`config.mk`:
```
export PLATFORM = sky130hd
export DESIGN_NAME = ipb_priority_bank
export DESIGN_NICKNAME = d
export VERILOG_FILES = /design/src/inc/ipb_pkg.sv /design/src/rtl/ipb_priority_bank.sv
export VERILOG_INCLUDE_DIRS = /design/src /design/src/inc
export SDC_FILE = /design/constraint.sdc
export NUM_CORES = 1
export LEC_CHECK = 0
export ABC_AREA = 1
export BUFFER_PORTS_ARGS = -buffer_cell sky130_fd_sc_hd__buf_2
export CORE_ASPECT_RATIO = 1.2
export CORE_MARGIN = 1.5
export CORE_UTILIZATION = 50
export CTS_CLUSTER_DIAMETER = 100
export DETAILED_ROUTE_END_ITERATION = 8
export PLACE_DENSITY = 0.75
export SLEW_MARGIN = 20
export SYNTH_ARGS = -nofsm -noshare
export SYNTH_HDL_FRONTEND = slang
export SYNTH_SLANG_ARGS = --single-unit
export TNS_END_PERCENT = 100
```
`constraint.sdc`:
```
create_clock -name clock -period 3.95 [get_ports clock]
set_input_delay 0.79 -clock clock [delete_from_list [all_inputs] [get_ports clock]]
set_output_delay 0.79 -clock clock [all_outputs]
set_load 0.05 [all_outputs]
```
`src/inc/ipb_params.svh`:
```
`ifndef IPB_PARAMS_SVH
`define IPB_PARAMS_SVH

// ****************************************
// register byte offsets
// ****************************************
`define IPB_OFF_STATUS 7'h00
`define IPB_OFF_R7 7'h1c
`define IPB_OFF_R8 7'h20
`define IPB_OFF_R9 7'h24
`define IPB_OFF_R11 7'h2c
`define IPB_OFF_R15 7'h3c
`define IPB_OFF_R16 7'h40

// ****************************************
// implemented bits per register
// ****************************************
`define IPB_MASK_R7 16'h7777
`define IPB_MASK_R8 16'h7777
`define IPB_MASK_R9 16'h0007
`define IPB_MASK_R11 16'h0770
`define IPB_MASK_R15 16'h0770
`define IPB_MASK_R16 16'h7770

// ****************************************
// reset values, every field at 3'b100
// ****************************************
`define IPB_RST_R7 16'h4444
`define IPB_RST_R8 16'h4444
`define IPB_RST_R9 16'h0004
`define IPB_RST_R11 16'h0440
`define IPB_RST_R15 16'h0440
`define IPB_RST_R16 16'h4440

// ****************************************
// field low-bit positions
// ****************************************
`define IPB_POS_HI 12
`define IPB_POS_MH 8
`define IPB_POS_ML 4
`define IPB_POS_LO 0

// ****************************************
// bus answers
// ****************************************
`define IPB_RESP_OKAY 2'h0
`define IPB_RESP_SLVERR 2'h2

`endif

```
`src/inc/ipb_pkg.sv`:
```
// ****************************************
// types of the priority bank
// ****************************************
package ipb_pkg;

    // register selected by an address
    typedef enum logic [2:0] {
        SEL_STATUS = 3'b000,
        SEL_R7 = 3'b001,
        SEL_R8 = 3'b010,
        SEL_R9 = 3'b011,
        SEL_R11 = 3'b100,
        SEL_R15 = 3'b101,
        SEL_R16 = 3'b110,
        SEL_MISS = 3'b111
    } ipb_sel_e;

    // whole state of the block
    typedef struct packed {
        ipb_sel_e awSel;
        logic awHeld;
        logic [15:0] wData;
        logic [1:0] wStrb;
        logic wHeld;
        logic bValid;
        logic [1:0] bResp;
        logic rValid;
        logic [31:0] rData;
        logic [1:0] rResp;
        logic [5:0][15:0] regs;
    } ipb_state_s;

endpackage : ipb_pkg

```
`src/rtl/ipb_priority_bank.sv`:
```
// What this block does
// - code 111 means level 7, highest
// - code 001 means level 1, lowest
// - code 000 disables the source
// - unimplemented bits read zero, ignore writes
// - every field resets to binary 100
// - without can, can sources stay disabled
// - reg 7: uart b tx/rx, irq b, timer five
// - reg 8: can event/receive, serial b event/error
// - reg 9: only dma three at 2-0
// - reg 11: dma four 10-8, parallel 6-4
// - reg 15: calendar 10-8, dma five 6-4
// - reg 16: checksum 14-12, uart b/a errors
//
// Chosen here: the address map and the AXI4-Lite register port.
`timescale 1ns/100ps
`default_nettype none
`include "ipb_params.svh"

module ipb_priority_bank
    import ipb_pkg::*;
#(
    parameter int ADDR_WIDTH = 7, // byte address bits seen
    parameter bit HAS_CAN = 1'b1 // variant carries a can controller
) (
    // clock and reset
    input wire logic clock,
    input wire logic srst,
    // axi4-lite write address
    input wire logic [ADDR_WIDTH-1:0] s_axi_awaddr,
    input wire logic [2:0] s_axi_awprot,
    input wire logic s_axi_awvalid,
    output logic s_axi_awready,
    // axi4-lite write data
    input wire logic [31:0] s_axi_wdata,
    input wire logic [3:0] s_axi_wstrb,
    input wire logic s_axi_wvalid,
    output logic s_axi_wready,
    // axi4-lite write response
    output logic [1:0] s_axi_bresp,
    output logic s_axi_bvalid,
    input wire logic s_axi_bready,
    // axi4-lite read address
    input wire logic [ADDR_WIDTH-1:0] s_axi_araddr,
    input wire logic [2:0] s_axi_arprot,
    input wire logic s_axi_arvalid,
    output logic s_axi_arready,
    // axi4-lite read data
    output logic [31:0] s_axi_rdata,
    output logic [1:0] s_axi_rresp,
    output logic s_axi_rvalid,
    input wire logic s_axi_rready,
    // effective levels, 0 = source disabled
    output logic [2:0] uartBTransmitPriority,
    output logic [2:0] uartBReceivePriority,
    output logic [2:0] externalIrqBPriority,
    output logic [2:0] timerFivePriority,
    output logic [2:0] canEventPriority,
    output logic [2:0] canReceiveReadyPriority,
    output logic [2:0] serialPeriphBEventPriority,
    output logic [2:0] serialPeriphBErrorPriority,
    output logic [2:0] dmaChThreeDonePriority,
    output logic [2:0] dmaChFourDonePriority,
    output logic [2:0] parallelPortPriority,
    output logic [2:0] calendarClockPriority,
    output logic [2:0] dmaChFiveDonePriority,
    output logic [2:0] checksumGenErrorPriority,
    output logic [2:0] uartBErrorPriority,
    output logic [2:0] uartAErrorPriority,
    // one bit per source, set when it may request
    output logic [15:0] sourceEnable
);

    // ****************************************
    // elaboration checks
    // ****************************************

    // the highest offset needs seven address bits
    if (ADDR_WIDTH < 7 || ADDR_WIDTH > 32) begin : gBadAddrWidth
        $error("ipb_priority_bank: ADDR_WIDTH must be 7..32");
    end

    // ****************************************
    // functions
    // ****************************************

    // byte address to register select
    function automatic ipb_sel_e decodeAddr(
        input logic [ADDR_WIDTH-1:0] addr
    );
        logic [6:0] low;
        low = addr[6:0];
        decodeAddr = SEL_MISS;
        // upper bits must be clear, no aliasing
        if ((addr >> 7) == '0) begin
            case (low)
                `IPB_OFF_STATUS: decodeAddr = SEL_STATUS;
                `IPB_OFF_R7: decodeAddr = SEL_R7;
                `IPB_OFF_R8: decodeAddr = SEL_R8;
                `IPB_OFF_R9: decodeAddr = SEL_R9;
                `IPB_OFF_R11: decodeAddr = SEL_R11;
                `IPB_OFF_R15: decodeAddr = SEL_R15;
                `IPB_OFF_R16: decodeAddr = SEL_R16;
                default: decodeAddr = SEL_MISS;
            endcase
        end
    endfunction : decodeAddr

    // implemented-bit mask of a priority register
    function automatic logic [15:0] implMask(
        input ipb_sel_e sel
    );
        case (sel)
            SEL_R7: implMask = `IPB_MASK_R7;
            SEL_R8: implMask = `IPB_MASK_R8;
            SEL_R9: implMask = `IPB_MASK_R9;
            SEL_R11: implMask = `IPB_MASK_R11;
            SEL_R15: implMask = `IPB_MASK_R15;
            SEL_R16: implMask = `IPB_MASK_R16;
            default: implMask = 16'h0000;
        endcase
    endfunction : implMask

    // storage slot of a priority register
    function automatic logic [2:0] slotOf(
        input ipb_sel_e sel
    );
        slotOf = 3'(sel) - 3'h1;
    endfunction : slotOf

    // field code to level: identity, 0 means off
    function automatic logic [2:0] fieldToLevel(
        input logic [15:0] word,
        input int lsb,
        input logic present
    );
        logic [2:0] code;
        code = word[lsb +: 3];
        // 111 -> 7, 001 -> 1, 010..110 -> 2..6
        fieldToLevel = present ? code : 3'h0;
    endfunction : fieldToLevel

    // ****************************************
    // state
    // ****************************************

    ipb_state_s state; // registered copy
    ipb_state_s next_state; // value for next edge

    logic awFire; // write address taken now
    logic wFire; // write data taken now
    logic arFire; // read address taken now
    logic [15:0] byteMask; // lanes chosen by strobes
    logic [15:0] writeMask; // lanes that really change
    logic [15:0] oldWord; // target word before write
    ipb_sel_e wrSel; // register of the pending write
    ipb_sel_e rdSel; // register of the new read
    logic [15:0] rdWord; // word returned on read

    // ****************************************
    // handshakes
    // ****************************************

    // one slot each; a stalled response stops intake
    assign s_axi_awready = !state.awHeld && !state.bValid;
    assign s_axi_wready = !state.wHeld && !state.bValid;
    assign s_axi_arready = !state.rValid;

    assign awFire = s_axi_awvalid && s_axi_awready;
    assign wFire = s_axi_wvalid && s_axi_wready;
    assign arFire = s_axi_arvalid && s_axi_arready;

    // ****************************************
    // next state
    // ****************************************

    // address and data may come in either order
    always_comb begin
        next_state = state;
        byteMask = 16'h0000;
        writeMask = 16'h0000;
        oldWord = 16'h0000;
        wrSel = SEL_MISS;
        rdSel = SEL_MISS;
        rdWord = 16'h0000;

        // capture write address as a select
        if (awFire) begin
            next_state.awSel = decodeAddr(s_axi_awaddr);
            next_state.awHeld = 1'b1;
        end
        // capture low half of write data
        if (wFire) begin
            next_state.wData = s_axi_wdata[15:0];
            next_state.wStrb = s_axi_wstrb[1:0];
            next_state.wHeld = 1'b1;
        end

        // both halves present: perform the write
        if (next_state.awHeld && next_state.wHeld) begin
            wrSel = next_state.awSel;
            byteMask = {{8{next_state.wStrb[1]}}, {8{next_state.wStrb[0]}}};
            // unimplemented bits never change
            writeMask = byteMask & implMask(wrSel);
            if (wrSel != SEL_MISS && wrSel != SEL_STATUS) begin
                oldWord = state.regs[slotOf(wrSel)];
                next_state.regs[slotOf(wrSel)] =
                    (oldWord & ~writeMask) | (next_state.wData & writeMask);
            end
            // status is read-only; writes to it are dropped quietly
            next_state.bResp = (wrSel == SEL_MISS) ? `IPB_RESP_SLVERR : `IPB_RESP_OKAY;
            next_state.bValid = 1'b1;
            next_state.awHeld = 1'b0;
            next_state.wHeld = 1'b0;
        end else if (state.bValid && s_axi_bready) begin
            // response taken
            next_state.bValid = 1'b0;
        end

        // read: data registered, valid next cycle
        if (arFire) begin
            rdSel = decodeAddr(s_axi_araddr);
            if (rdSel == SEL_STATUS) begin
                rdWord = sourceEnable;
            end else if (rdSel != SEL_MISS) begin
                // reserved bits forced to zero on read
                rdWord = state.regs[slotOf(rdSel)] & implMask(rdSel);
            end
            next_state.rData = {16'h0000, rdWord};
            next_state.rResp = (rdSel == SEL_MISS) ? `IPB_RESP_SLVERR : `IPB_RESP_OKAY;
            next_state.rValid = 1'b1;
        end else if (state.rValid && s_axi_rready) begin
            // read data taken
            next_state.rValid = 1'b0;
        end

        // synchronous reset: power-on values
        if (srst) begin
            next_state = '0;
            next_state.awSel = SEL_MISS;
            next_state.regs[slotOf(SEL_R7)] = `IPB_RST_R7;
            next_state.regs[slotOf(SEL_R8)] = `IPB_RST_R8;
            next_state.regs[slotOf(SEL_R9)] = `IPB_RST_R9;
            next_state.regs[slotOf(SEL_R11)] = `IPB_RST_R11;
            next_state.regs[slotOf(SEL_R15)] = `IPB_RST_R15;
            next_state.regs[slotOf(SEL_R16)] = `IPB_RST_R16;
        end
    end

    // ****************************************
    // register
    // ****************************************

    // every bit of state moves on every edge
    always_ff @(posedge clock) begin
        state <= next_state;
    end

    // ****************************************
    // bus outputs
    // ****************************************

    assign s_axi_bvalid = state.bValid;
    assign s_axi_bresp = state.bResp;
    assign s_axi_rvalid = state.rValid;
    assign s_axi_rdata = state.rData;
    assign s_axi_rresp = state.rResp;

    // ****************************************
    // effective levels
    // ****************************************

    // register 7 fields
    assign uartBTransmitPriority =
        fieldToLevel(state.regs[slotOf(SEL_R7)], `IPB_POS_HI, 1'b1);
    assign uartBReceivePriority =
        fieldToLevel(state.regs[slotOf(SEL_R7)], `IPB_POS_MH, 1'b1);
    assign externalIrqBPriority =
        fieldToLevel(state.regs[slotOf(SEL_R7)], `IPB_POS_ML, 1'b1);
    assign timerFivePriority =
        fieldToLevel(state.regs[slotOf(SEL_R7)], `IPB_POS_LO, 1'b1);

    // register 8 fields; can ones forced off without can
    assign canEventPriority =
        fieldToLevel(state.regs[slotOf(SEL_R8)], `IPB_POS_HI, HAS_CAN);
    assign canReceiveReadyPriority =
        fieldToLevel(state.regs[slotOf(SEL_R8)], `IPB_POS_MH, HAS_CAN);
    assign serialPeriphBEventPriority =
        fieldToLevel(state.regs[slotOf(SEL_R8)], `IPB_POS_ML, 1'b1);
    assign serialPeriphBErrorPriority =
        fieldToLevel(state.regs[slotOf(SEL_R8)], `IPB_POS_LO, 1'b1);

    // register 9 field
    assign dmaChThreeDonePriority =
        fieldToLevel(state.regs[slotOf(SEL_R9)], `IPB_POS_LO, 1'b1);

    // register 11 fields
    assign dmaChFourDonePriority =
        fieldToLevel(state.regs[slotOf(SEL_R11)], `IPB_POS_MH, 1'b1);
    assign parallelPortPriority =
        fieldToLevel(state.regs[slotOf(SEL_R11)], `IPB_POS_ML, 1'b1);

    // register 15 fields
    assign calendarClockPriority =
        fieldToLevel(state.regs[slotOf(SEL_R15)], `IPB_POS_MH, 1'b1);
    assign dmaChFiveDonePriority =
        fieldToLevel(state.regs[slotOf(SEL_R15)], `IPB_POS_ML, 1'b1);

    // register 16 fields
    assign checksumGenErrorPriority =
        fieldToLevel(state.regs[slotOf(SEL_R16)], `IPB_POS_HI, 1'b1);
    assign uartBErrorPriority =
        fieldToLevel(state.regs[slotOf(SEL_R16)], `IPB_POS_MH, 1'b1);
    assign uartAErrorPriority =
        fieldToLevel(state.regs[slotOf(SEL_R16)], `IPB_POS_LO + 4, 1'b1);

    // ****************************************
    // source enables
    // ****************************************

    // level zero means the source never requests
    assign sourceEnable = {
        uartAErrorPriority != 3'h0,
        uartBErrorPriority != 3'h0,
        checksumGenErrorPriority != 3'h0,
        dmaChFiveDonePriority != 3'h0,
        calendarClockPriority != 3'h0,
        parallelPortPriority != 3'h0,
        dmaChFourDonePriority != 3'h0,
        dmaChThreeDonePriority != 3'h0,
        serialPeriphBErrorPriority != 3'h0,
        serialPeriphBEventPriority != 3'h0,
        canReceiveReadyPriority != 3'h0,
        canEventPriority != 3'h0,
        timerFivePriority != 3'h0,
        externalIrqBPriority != 3'h0,
        uartBReceivePriority != 3'h0,
        uartBTransmitPriority != 3'h0
    };

    // prot bits carry no meaning here
    logic unusedProt;
    assign unusedProt = ^{s_axi_awprot, s_axi_arprot, s_axi_wdata[31:16], s_axi_wstrb[3:2]};

endmodule : ipb_priority_bank
`default_nettype wire

```
==> flow_summary_export.csv, run 1 <==
group,metric,value,unit
route,via_per_inst,5.525,
clocking,post_cts_buffers,0,
critical_path,worstSetupEndpoint,"state[37]",
timing,finalCritPeriodShare,79.79,%
floorplanning,dieWidth,110.1,um
finish,n_antenna_cell,0,
route,ant_nets,0,
clocking,ctsResizeCount,0,
synth,yosys_warnings,0,
clocking,root_buffer,"clkbuf_16",
floorplanning,rows,46,
floorplanning,core-area,13350,sq um
timing,worst_slew_pin_slew,0.7584,ns
critical_path,cp-start-kind,"input pin",
finish,fin_nets,1108,
pwr,power_density,342.6,nW/um^2
floorplanning,die_y,131.5,um
finish,synthToLayoutAreaGrowth,5.784,%
clocking,cts_tree,"yes",
outcome,status,"finished, final reports clean",
synth,synth_top_area_share,32.30,%
clocking,path_clk_slew,0.07,ns
timing,fmaxAchievable,317.3,MHz
clocking,numCtsBuffers,9,
global_routing,grt_use_met3,4.514,%
place,dp.cells,1191,
critical_path,r2r_start,"s_axi_bvalid",
place,dp_hpwl,14.73,mm
global_routing,grt_pass1_wl,30.67,mm
timing,fin_crit,3.152,ns
timing,finalMaxSlewViolations,0,
route,drc,0,
worst_hold_path,hp-class,"reg -> reg",
finish,drive_above_1_share,19.06,%
floorplanning,start_util,51.52,%
timing,setup_viol,0,
finish,register_area,2222,sq um
synth,syn_area,6879,sq um
critical_path,reg2reg_to,"state[37]",
critical_path,critPathRequiredTime,4.24,ns
critical_path,startpoint,"s_axi_awaddr[2]",
timing,fin_ws,0.7982,ns
route,drt_iter0_drc,645,
global_routing,grtUsageMet1,38.08,%
global_routing,top_usage_layer,"met2",
synth,synthCells,1004,
synth,yosys_register_bits,111,
synth,synthArstFlopShare,0,%
finish,nFillCells,1339,
critical_path,arrival,3.44,ns
synth,yosys-top-cells-area,"dfxtp_1 (32%), buf_4 (9.8%), nand2_1 (8.3%), nand3_1 (8.1%), o21ai_0 (7.9%)",
critical_path,cp_max_fo,22,
place,post-place-ws,0.4722,ns
clocking,ctsHoldBuffers,0,
synth,synth_edf_count,0,
pwr,power_leakage,3.569,nW
global_routing,overflow,0,
synth,synth_top_cell_by_area,"dfxtp_1",
global_routing,met2_usage,43.58,%
floorplanning,ios,168,
synth,yosysMostFrequentCell,"nand2_1",
synth,yosysSeqAreaShare,32.30,%
place,port_buffers,121,
finish,multiInputGateArea,3392,sq um
synth,avgSynthCellArea,6.852,sq um
clocking,cts_htree_levels,3,
pwr,irDropWorstVdd,0.0002608,V
timing,slew_headroom,49.32,%
finish,fin_cells,1207,
global_routing,grt_antenna_before_repair,0,
route,wl,19.94,mm
route,drt_pass1_iterations,5,
route,wl_per_cell,16.52,um
clocking,ctsLongestPathBuffers,2,
timing,rsz0062_at_grt,"no",
timing,tns,0,ns
timing,finalClockSkew,0.008199,ns
synth,synth_common_cells,"nand2_1 (153), dfxtp_1 (111), nand3_1 (111)",
global_routing,grt_pass1_vias,5710,
synth,synth_ff_type,"dfxtp_1",
place,gp_congestion,0.9729,
run,drv_cap,0,
route,vias,6669,
clocking,cts.sinks,111,
timing,hold-worst-slack,0.4642,ns
critical_path,crit_type,"in -> reg",
floorplanning,die_area,14470,sq um
global_routing,grt_max_degree,65,
clocking,clk_latency,0.35,ns
critical_path,rrSetupSlack,1.04,ns
global_routing,grt_use_total,27.57,%
critical_path,r2r_cells,15,
synth,synth_cell_types,40,
timing,final_hold_viol_count,0,
critical_path,endpoint_kind,"flip-flop",
worst min-delay path by stage:
stage	start	to	cells past startpoint
floorplan	s_axi_rdata[11]	s_axi_rdata[11]	2
global placement	s_axi_rdata[15]	s_axi_rdata[15]	2
detailed placement	s_axi_rdata[15]	s_axi_rdata[15]	2
CTS	s_axi_rdata[15]	s_axi_rdata[15]	2
global route	s_axi_rdata[15]	s_axi_rdata[15]	2
finish	s_axi_rdata[15]	s_axi_rdata[15]	2
through the flow:
| step | util (%) | power (mW) | instance area, sq um |
|---|---|---|---|
| floorplan | - | 1.518 | 6943 |
| global placement | 52.32 | 1.596 | 6987 |
| detailed placement | 52.32 | 1.599 | 6987 |
| CTS | 54.50 | 2.498 | 7277 |
| global route | 54.50 | 2.588 | 7277 |
| finish | 54.50 | 2.493 | 7277 |
where the power goes:
group,internal [mW],switching [mW],total [mW]
Clock,0.491,0.424,0.915
Sequential,1.15,0.0115,1.16
Combinational,0.111,0.311,0.422
sequential cells by signal, indices dropped and copies added, names as in the netlist:
name                        cells
serialPeriphBErrorPriority      3
checksumGenErrorPriority        3
externalIrqBPriority            3
s_axi_rdata                    16
uartBTransmitPriority           3
calendarClockPriority           3
uartAErrorPriority              3
s_axi_rresp                     1
s_axi_bvalid                    1
uartBReceivePriority            3
dmaChFiveDonePriority           3
dmaChFourDonePriority           3
parallelPortPriority            3
canEventPriority                3
timerFivePriority               3
canReceiveReadyPriority         3
dmaChThreeDonePriority          3
state                          43
serialPeriphBEventPriority      3
s_axi_rvalid                    1
s_axi_bresp                     1
uartBErrorPriority              3
layer usage:
layer  vias to the layer above  share of wire [%]
met5                         -                  0
met4                         0                2.4
met3                        36                7.7
met2                       338                 46
met1                      3040                 44
li1                       3255                  -
cell type report:
class / instances / area share [%]
clock inverters: 6 / 0.8425
repair buffers: 136 / 9.869
inverters: 118 / 6.104
clock buffers: 10 / 3.146
multi-input cells: 658 / 46.61
well taps: 168 / 2.889
flip-flops and latches: 111 / 30.54
cell families after synthesis:
kind of cell | count (synthesis) | share of synthesized area, %
multiplexers | 12 | 1.746
AND/OR/NAND/NOR | 353 | 23.84
AO/OA/AOI/OAI | 264 | 20.70
adder cells (fa/ha/maj) | 11 | 2.001
other | 1 | 0.05451
flip-flops | 111 | 32.30
buffers and inverters | 252 | 19.35
worst max-delay path: stages:
cell and delay [ns]:
buf_2 0.12, nand2_1 0.08, inv_1 0.04, nand2_1 0.07
nor2_1 0.04, nor2_1 0.12, nand3_2 0.11, nand3_1 0.09
o21a_1 0.17, inv_1 0.11, ha_1 0.41, inv_1 0.10
nor2_4 0.40, nand2_1 0.19, inv_2 0.33, o21ai_0 0.13
a21oi_1 0.14
cell usage in the layout (no fill, tap or decap), types with 15 or more instances in the layout:
| master | count |
|---|---|
| nand3_1 | 111 |
| nand2_1 | 152 |
| o21ai_0 | 109 |
| conb_1 | 18 |
| inv_1 | 107 |
| a21oi_1 | 106 |
| o21ai_1 | 17 |
| dfxtp_1 | 111 |
| nor2_1 | 53 |
| buf_4 | 15 |
| buf_2 | 121 |
(Power assumes the default switching activity.)
==> run 2, diff against run 1 <==
--- a/config.mk
+++ b/config.mk
@@ -6,14 +6,14 @@
 export SDC_FILE = /design/constraint.sdc
 export NUM_CORES = 1
 export LEC_CHECK = 0
-export ABC_AREA = 1
+export ABC_AREA = 0
 export BUFFER_PORTS_ARGS = -buffer_cell sky130_fd_sc_hd__buf_2
 export CORE_ASPECT_RATIO = 1.2
 export CORE_MARGIN = 1.5
-export CORE_UTILIZATION = 50
+export CORE_UTILIZATION = 49
 export CTS_CLUSTER_DIAMETER = 100
 export DETAILED_ROUTE_END_ITERATION = 8
-export PLACE_DENSITY = 0.75
+export PLACE_DENSITY = 0.77
 export SLEW_MARGIN = 20
 export SYNTH_ARGS = -nofsm -noshare
 export SYNTH_HDL_FRONTEND = slang
==> constraint.sdc (replaced) <==
create_clock -name clock -period 2.8 [get_ports clock]
set_input_delay 0.56 -clock clock [delete_from_list [all_inputs] [get_ports clock]]
set_output_delay 0.56 -clock clock [all_outputs]
set_load 0.05 [all_outputs]
==> run 2 against run 1 <==
The run now ends with DRC, setup timing left. Non-clock buffer count increased by 160. Register-to-register slack got worse by 1.5 ns. First-iteration DRC count increased by 73%. Total power up 49%. Sequential cell count unchanged. Area after synthesis down 1.5%. Sequential share of layout area shrank 7.6 points. Synthesized cell count shrank 19%. Die area is 0.54% higher. Sequential power up 40%. Critical path type is now reg -> reg. Critical endpoint is now checksumGenErrorPriority[2]. Largest cell class unchanged.
==> flow_summary_export.csv, run 2 <==
group,metric,value,unit
route,ant_nets,0,
synth,yosysSeqAreaShare,32.78,%
clocking,ctsLongestPathBuffers,2,
synth,yosys_warnings,0,
finish,mostFrequentLayoutCells,"buf_4 (125), buf_2 (120), dfxtp_1 (109), nand2_1 (62), nor2_1 (51)",
finish,drive_above_1_share,49.70,%
synth,yosys-top-cells-area,"dfxtp_1 (33%), buf_4 (9.3%), a21oi_1 (4.1%), mux4_2 (4.0%), nand2_1 (3.8%)",
place,dp_hpwl,15.94,mm
clocking,ctsHoldBuffers,0,
clocking,cts_htree_levels,3,
finish,top_register,"state",
synth,synth_edf_count,0,
critical_path,crit_type,"reg -> reg",
clocking,cts_tree,"yes",
synth,synth_top_cell_by_area,"dfxtp_1",
floorplanning,core-area,13350,sq um
timing,fin_crit,3.257,ns
route,drc,5,
synth,avgSynthCellArea,8.318,sq um
route,drt_iter0_drc,1119,
timing,worst_slew_pin_slew,0.7300,ns
critical_path,crit_buf_inv,6,
finish,fin_nets,1078,
synth,synth_simple_gate_area_share,21.56,%
outcome,violations,"DRC, setup timing",
floorplanning,rows,46,
run,drv_cap,0,
timing,setup_viol,72,
critical_path,arrival,3.55,ns
synth,synthAdderAreaFrac,2.030,%
synth,synth_top_area_share,32.78,%
synth,yosys_register_bits,111,
synth,synth_compound_area_share,20.58,%
timing,finalCritPeriodShare,116.3,%
worst_hold_path,hp-class,"in -> reg",
global_routing,overflow,0,
critical_path,cp_max_fo,6,
critical_path,r2r_start,"s_axi_bvalid",
worst_hold_path,hold-path-endpoint,"s_axi_rvalid",
route,via_per_inst,6.730,
place,gp_congestion,1.005,
pwr,irDropWorstVdd,0.0002834,V
finish,utilization,72.96,%
synth,syn_area,6779,sq um
critical_path,endpoint_kind,"flip-flop",
finish,synthToLayoutAreaGrowth,43.71,%
floorplanning,dieWidth,110.4,um
critical_path,reg2reg_to,"checksumGenErrorPriority[2]",
global_routing,grt_pass1_wl,38.40,mm
timing,final_hold_viol_count,0,
finish,n_antenna_cell,0,
pwr,power_density,380.5,nW/um^2
synth,synth_cell_types,60,
timing,slew_headroom,50.56,%
critical_path,r2r_cells,16,
synth,synthCells,815,
timing,tns,-21.43,ns
synth,synth_ff_type,"dfxtp_1",
timing,rsz0062_at_grt,"yes",
floorplanning,die_area,14550,sq um
synth,synth_common_cells,"dfxtp_1 (111), buf_4 (84), nand2_1 (68)",
timing,finalClockSkew,0.01391,ns
critical_path,path_cells,"or3b_4 > nor4_4 > a21oi_2 > inv_2 > ha_4 > nand4b_1 > buf_4 > mux2i_4 > buf_12 > nor2_4 > buf_6 > nor4_4 > buf_6 > buf_4 > nor3_1 > a21oi_1",
route,vias,7915,
global_routing,grt_max_degree,40,
synth,synth_top_family_by_area,"simple AND/OR/NAND/NOR gates",
floorplanning,start_util,50.77,%
finish,layout_commonest_cell,"buf_4",
worst_hold_path,hold_start,"s_axi_rready",
clocking,numCtsBuffers,9,
finish,fin_cells,1176,
global_routing,grt_pass1_vias,7130,
outcome,status,"finished, violations left",
synth,synthArstFlopShare,0,%
global_routing,grt_antenna_before_repair,0,
floorplanning,die_y,131.8,um
critical_path,cp-start-kind,"flip-flop",
timing,hold-worst-slack,0.3697,ns
clocking,cts.sinks,111,
critical_path,critPathRequiredTime,3.09,ns
finish,largest_register_ffs,43,
synth,yosysMostFrequentCell,"dfxtp_1",
clocking,path_clk_slew,0.08,ns
synth,synth.area.mux_share,9.874,%
pwr,power_leakage,3.884,nW
route,drt_pass1_iterations,9,
timing,fin_ws,-0.4565,ns
route,wl_per_cell,24.49,um
clocking,root_buffer,"clkbuf_16",
timing,fmaxAchievable,307.1,MHz
finish,fin_area,9742,sq um
synth,synth_xor_area_share,0,%
place,place_area,7999,sq um
worst_hold_path,hold_depth,2,
place,dp.cells,1117,
critical_path,rrSetupSlack,-0.46,ns
timing,finalMaxSlewViolations,0,
place,port_buffers,121,
critical_path,cp_top_family,"simple AND/OR/NAND/NOR gates",
critical_path,max_stage_delay,0.41,ns
floorplanning,ios,168,
critical_path,critPathSlowestCell,"or3b_4",
global_routing,grt_use_total,34.10,%
route,wl,28.80,mm
clocking,clk_latency,0.37,ns
## run 2: changes by cell type in the layout (fill, tap and decap cells not counted), moves of 13 or more
cell	change
a211oi_2	+14
nand3b_1	+13
or3_1	+24
a21oi_2	+24
a21oi_1	-75
nor3_1	+15
o21ai_0	-90
buf_6	+45
inv_1	-99
buf_4	+110
nand3_1	-85
nand2_1	-90
## run 2: worst max-delay path by stage
| stage | slack [ns] | to | from | depth (start not counted) |
|---|---|---|---|---|
| 4_1_cts | -0.23 | serialPeriphBEventPriority[1] | s_axi_bvalid | 13 |
| 3_3_place_gp | -0.60 | state[46] | s_axi_awaddr[3] | 15 |
| 2_1_floorplan | -0.49 | state[38] | s_axi_awaddr[3] | 14 |
| 6_report | -0.46 | checksumGenErrorPriority[2] | s_axi_bvalid | 16 |
| 3_5_place_dp | -0.69 | externalIrqBPriority[1] | s_axi_awvalid | 13 |
| 5_1_grt | -0.53 | checksumGenErrorPriority[2] | s_axi_bvalid | 16 |
## run 2: cell families (layout without fill, tap and decap cells)
family,after synthesis,in the layout
DFF,111,111
muxes,50,50
buffers and inverters,149,325
and+or+nand+nor,287,287
AOI/OAI and AO/OA,206,206
adders and majority gates,11,11
other,1,18
## run 2: worst reg2reg max path, stage by stage, from the launching register on
cell and delay (ns):
dfxtp_4 0.36, or3b_4 0.41, nor4_4 0.20, a21oi_2 0.11, inv_2 0.09, ha_4 0.18, nand4b_1 0.16, buf_4 0.19
mux2i_4 0.24, buf_12 0.18, nor2_4 0.05, buf_6 0.12, nor4_4 0.35, buf_6 0.19, buf_4 0.11, nor3_1 0.05
a21oi_1 0.18
## run 2: area by class of cell
cell class	instances	area [sq um]
clock buffers	10	229.0
clock inverters	5	57.56
fillers	860	3611
inverters	14	55.05
multi-input cells	572	4800
flip-flops and latches	111	2230
well taps	168	210.2
repair buffers	296	2161
## run 2: repair_timing
item,CTS,global route
buffers inserted,35,26
cloned,1,1
pin swaps,44,40
setup endpoints to repair,72,72
gates resized for setup,133,107
## run 2: routing by layer
layer / up-vias / part of all wire (%) / global-route usage, %
met1: 3650 / 34 / 41.28
met3: 243 / 12 / 8.354
met4: 0 / 8.4 / 19.66
li1: 3272 / - / -
met2: 750 / 45 / 54.18
met5: - / 0 / 0
## run 2: through the flow
stage | setup WS, ns | power [mW]
2_1_floorplan | -0.4912 | 2.033
3_3_place_gp | -0.5974 | 2.199
3_5_place_dp | -0.6854 | 2.208
4_1_cts | -0.2289 | 3.585
5_1_grt | -0.5270 | 3.803
6_report | -0.4565 | 3.707
## run 2: report_power, final
part	leakage, nW	switching (mW)	total, mW	internal (mW)
combinational	2.84	0.470	0.765	0.295
sequential	0.899	0.0149	1.62	1.60
clock	0.143	0.630	1.32	0.694
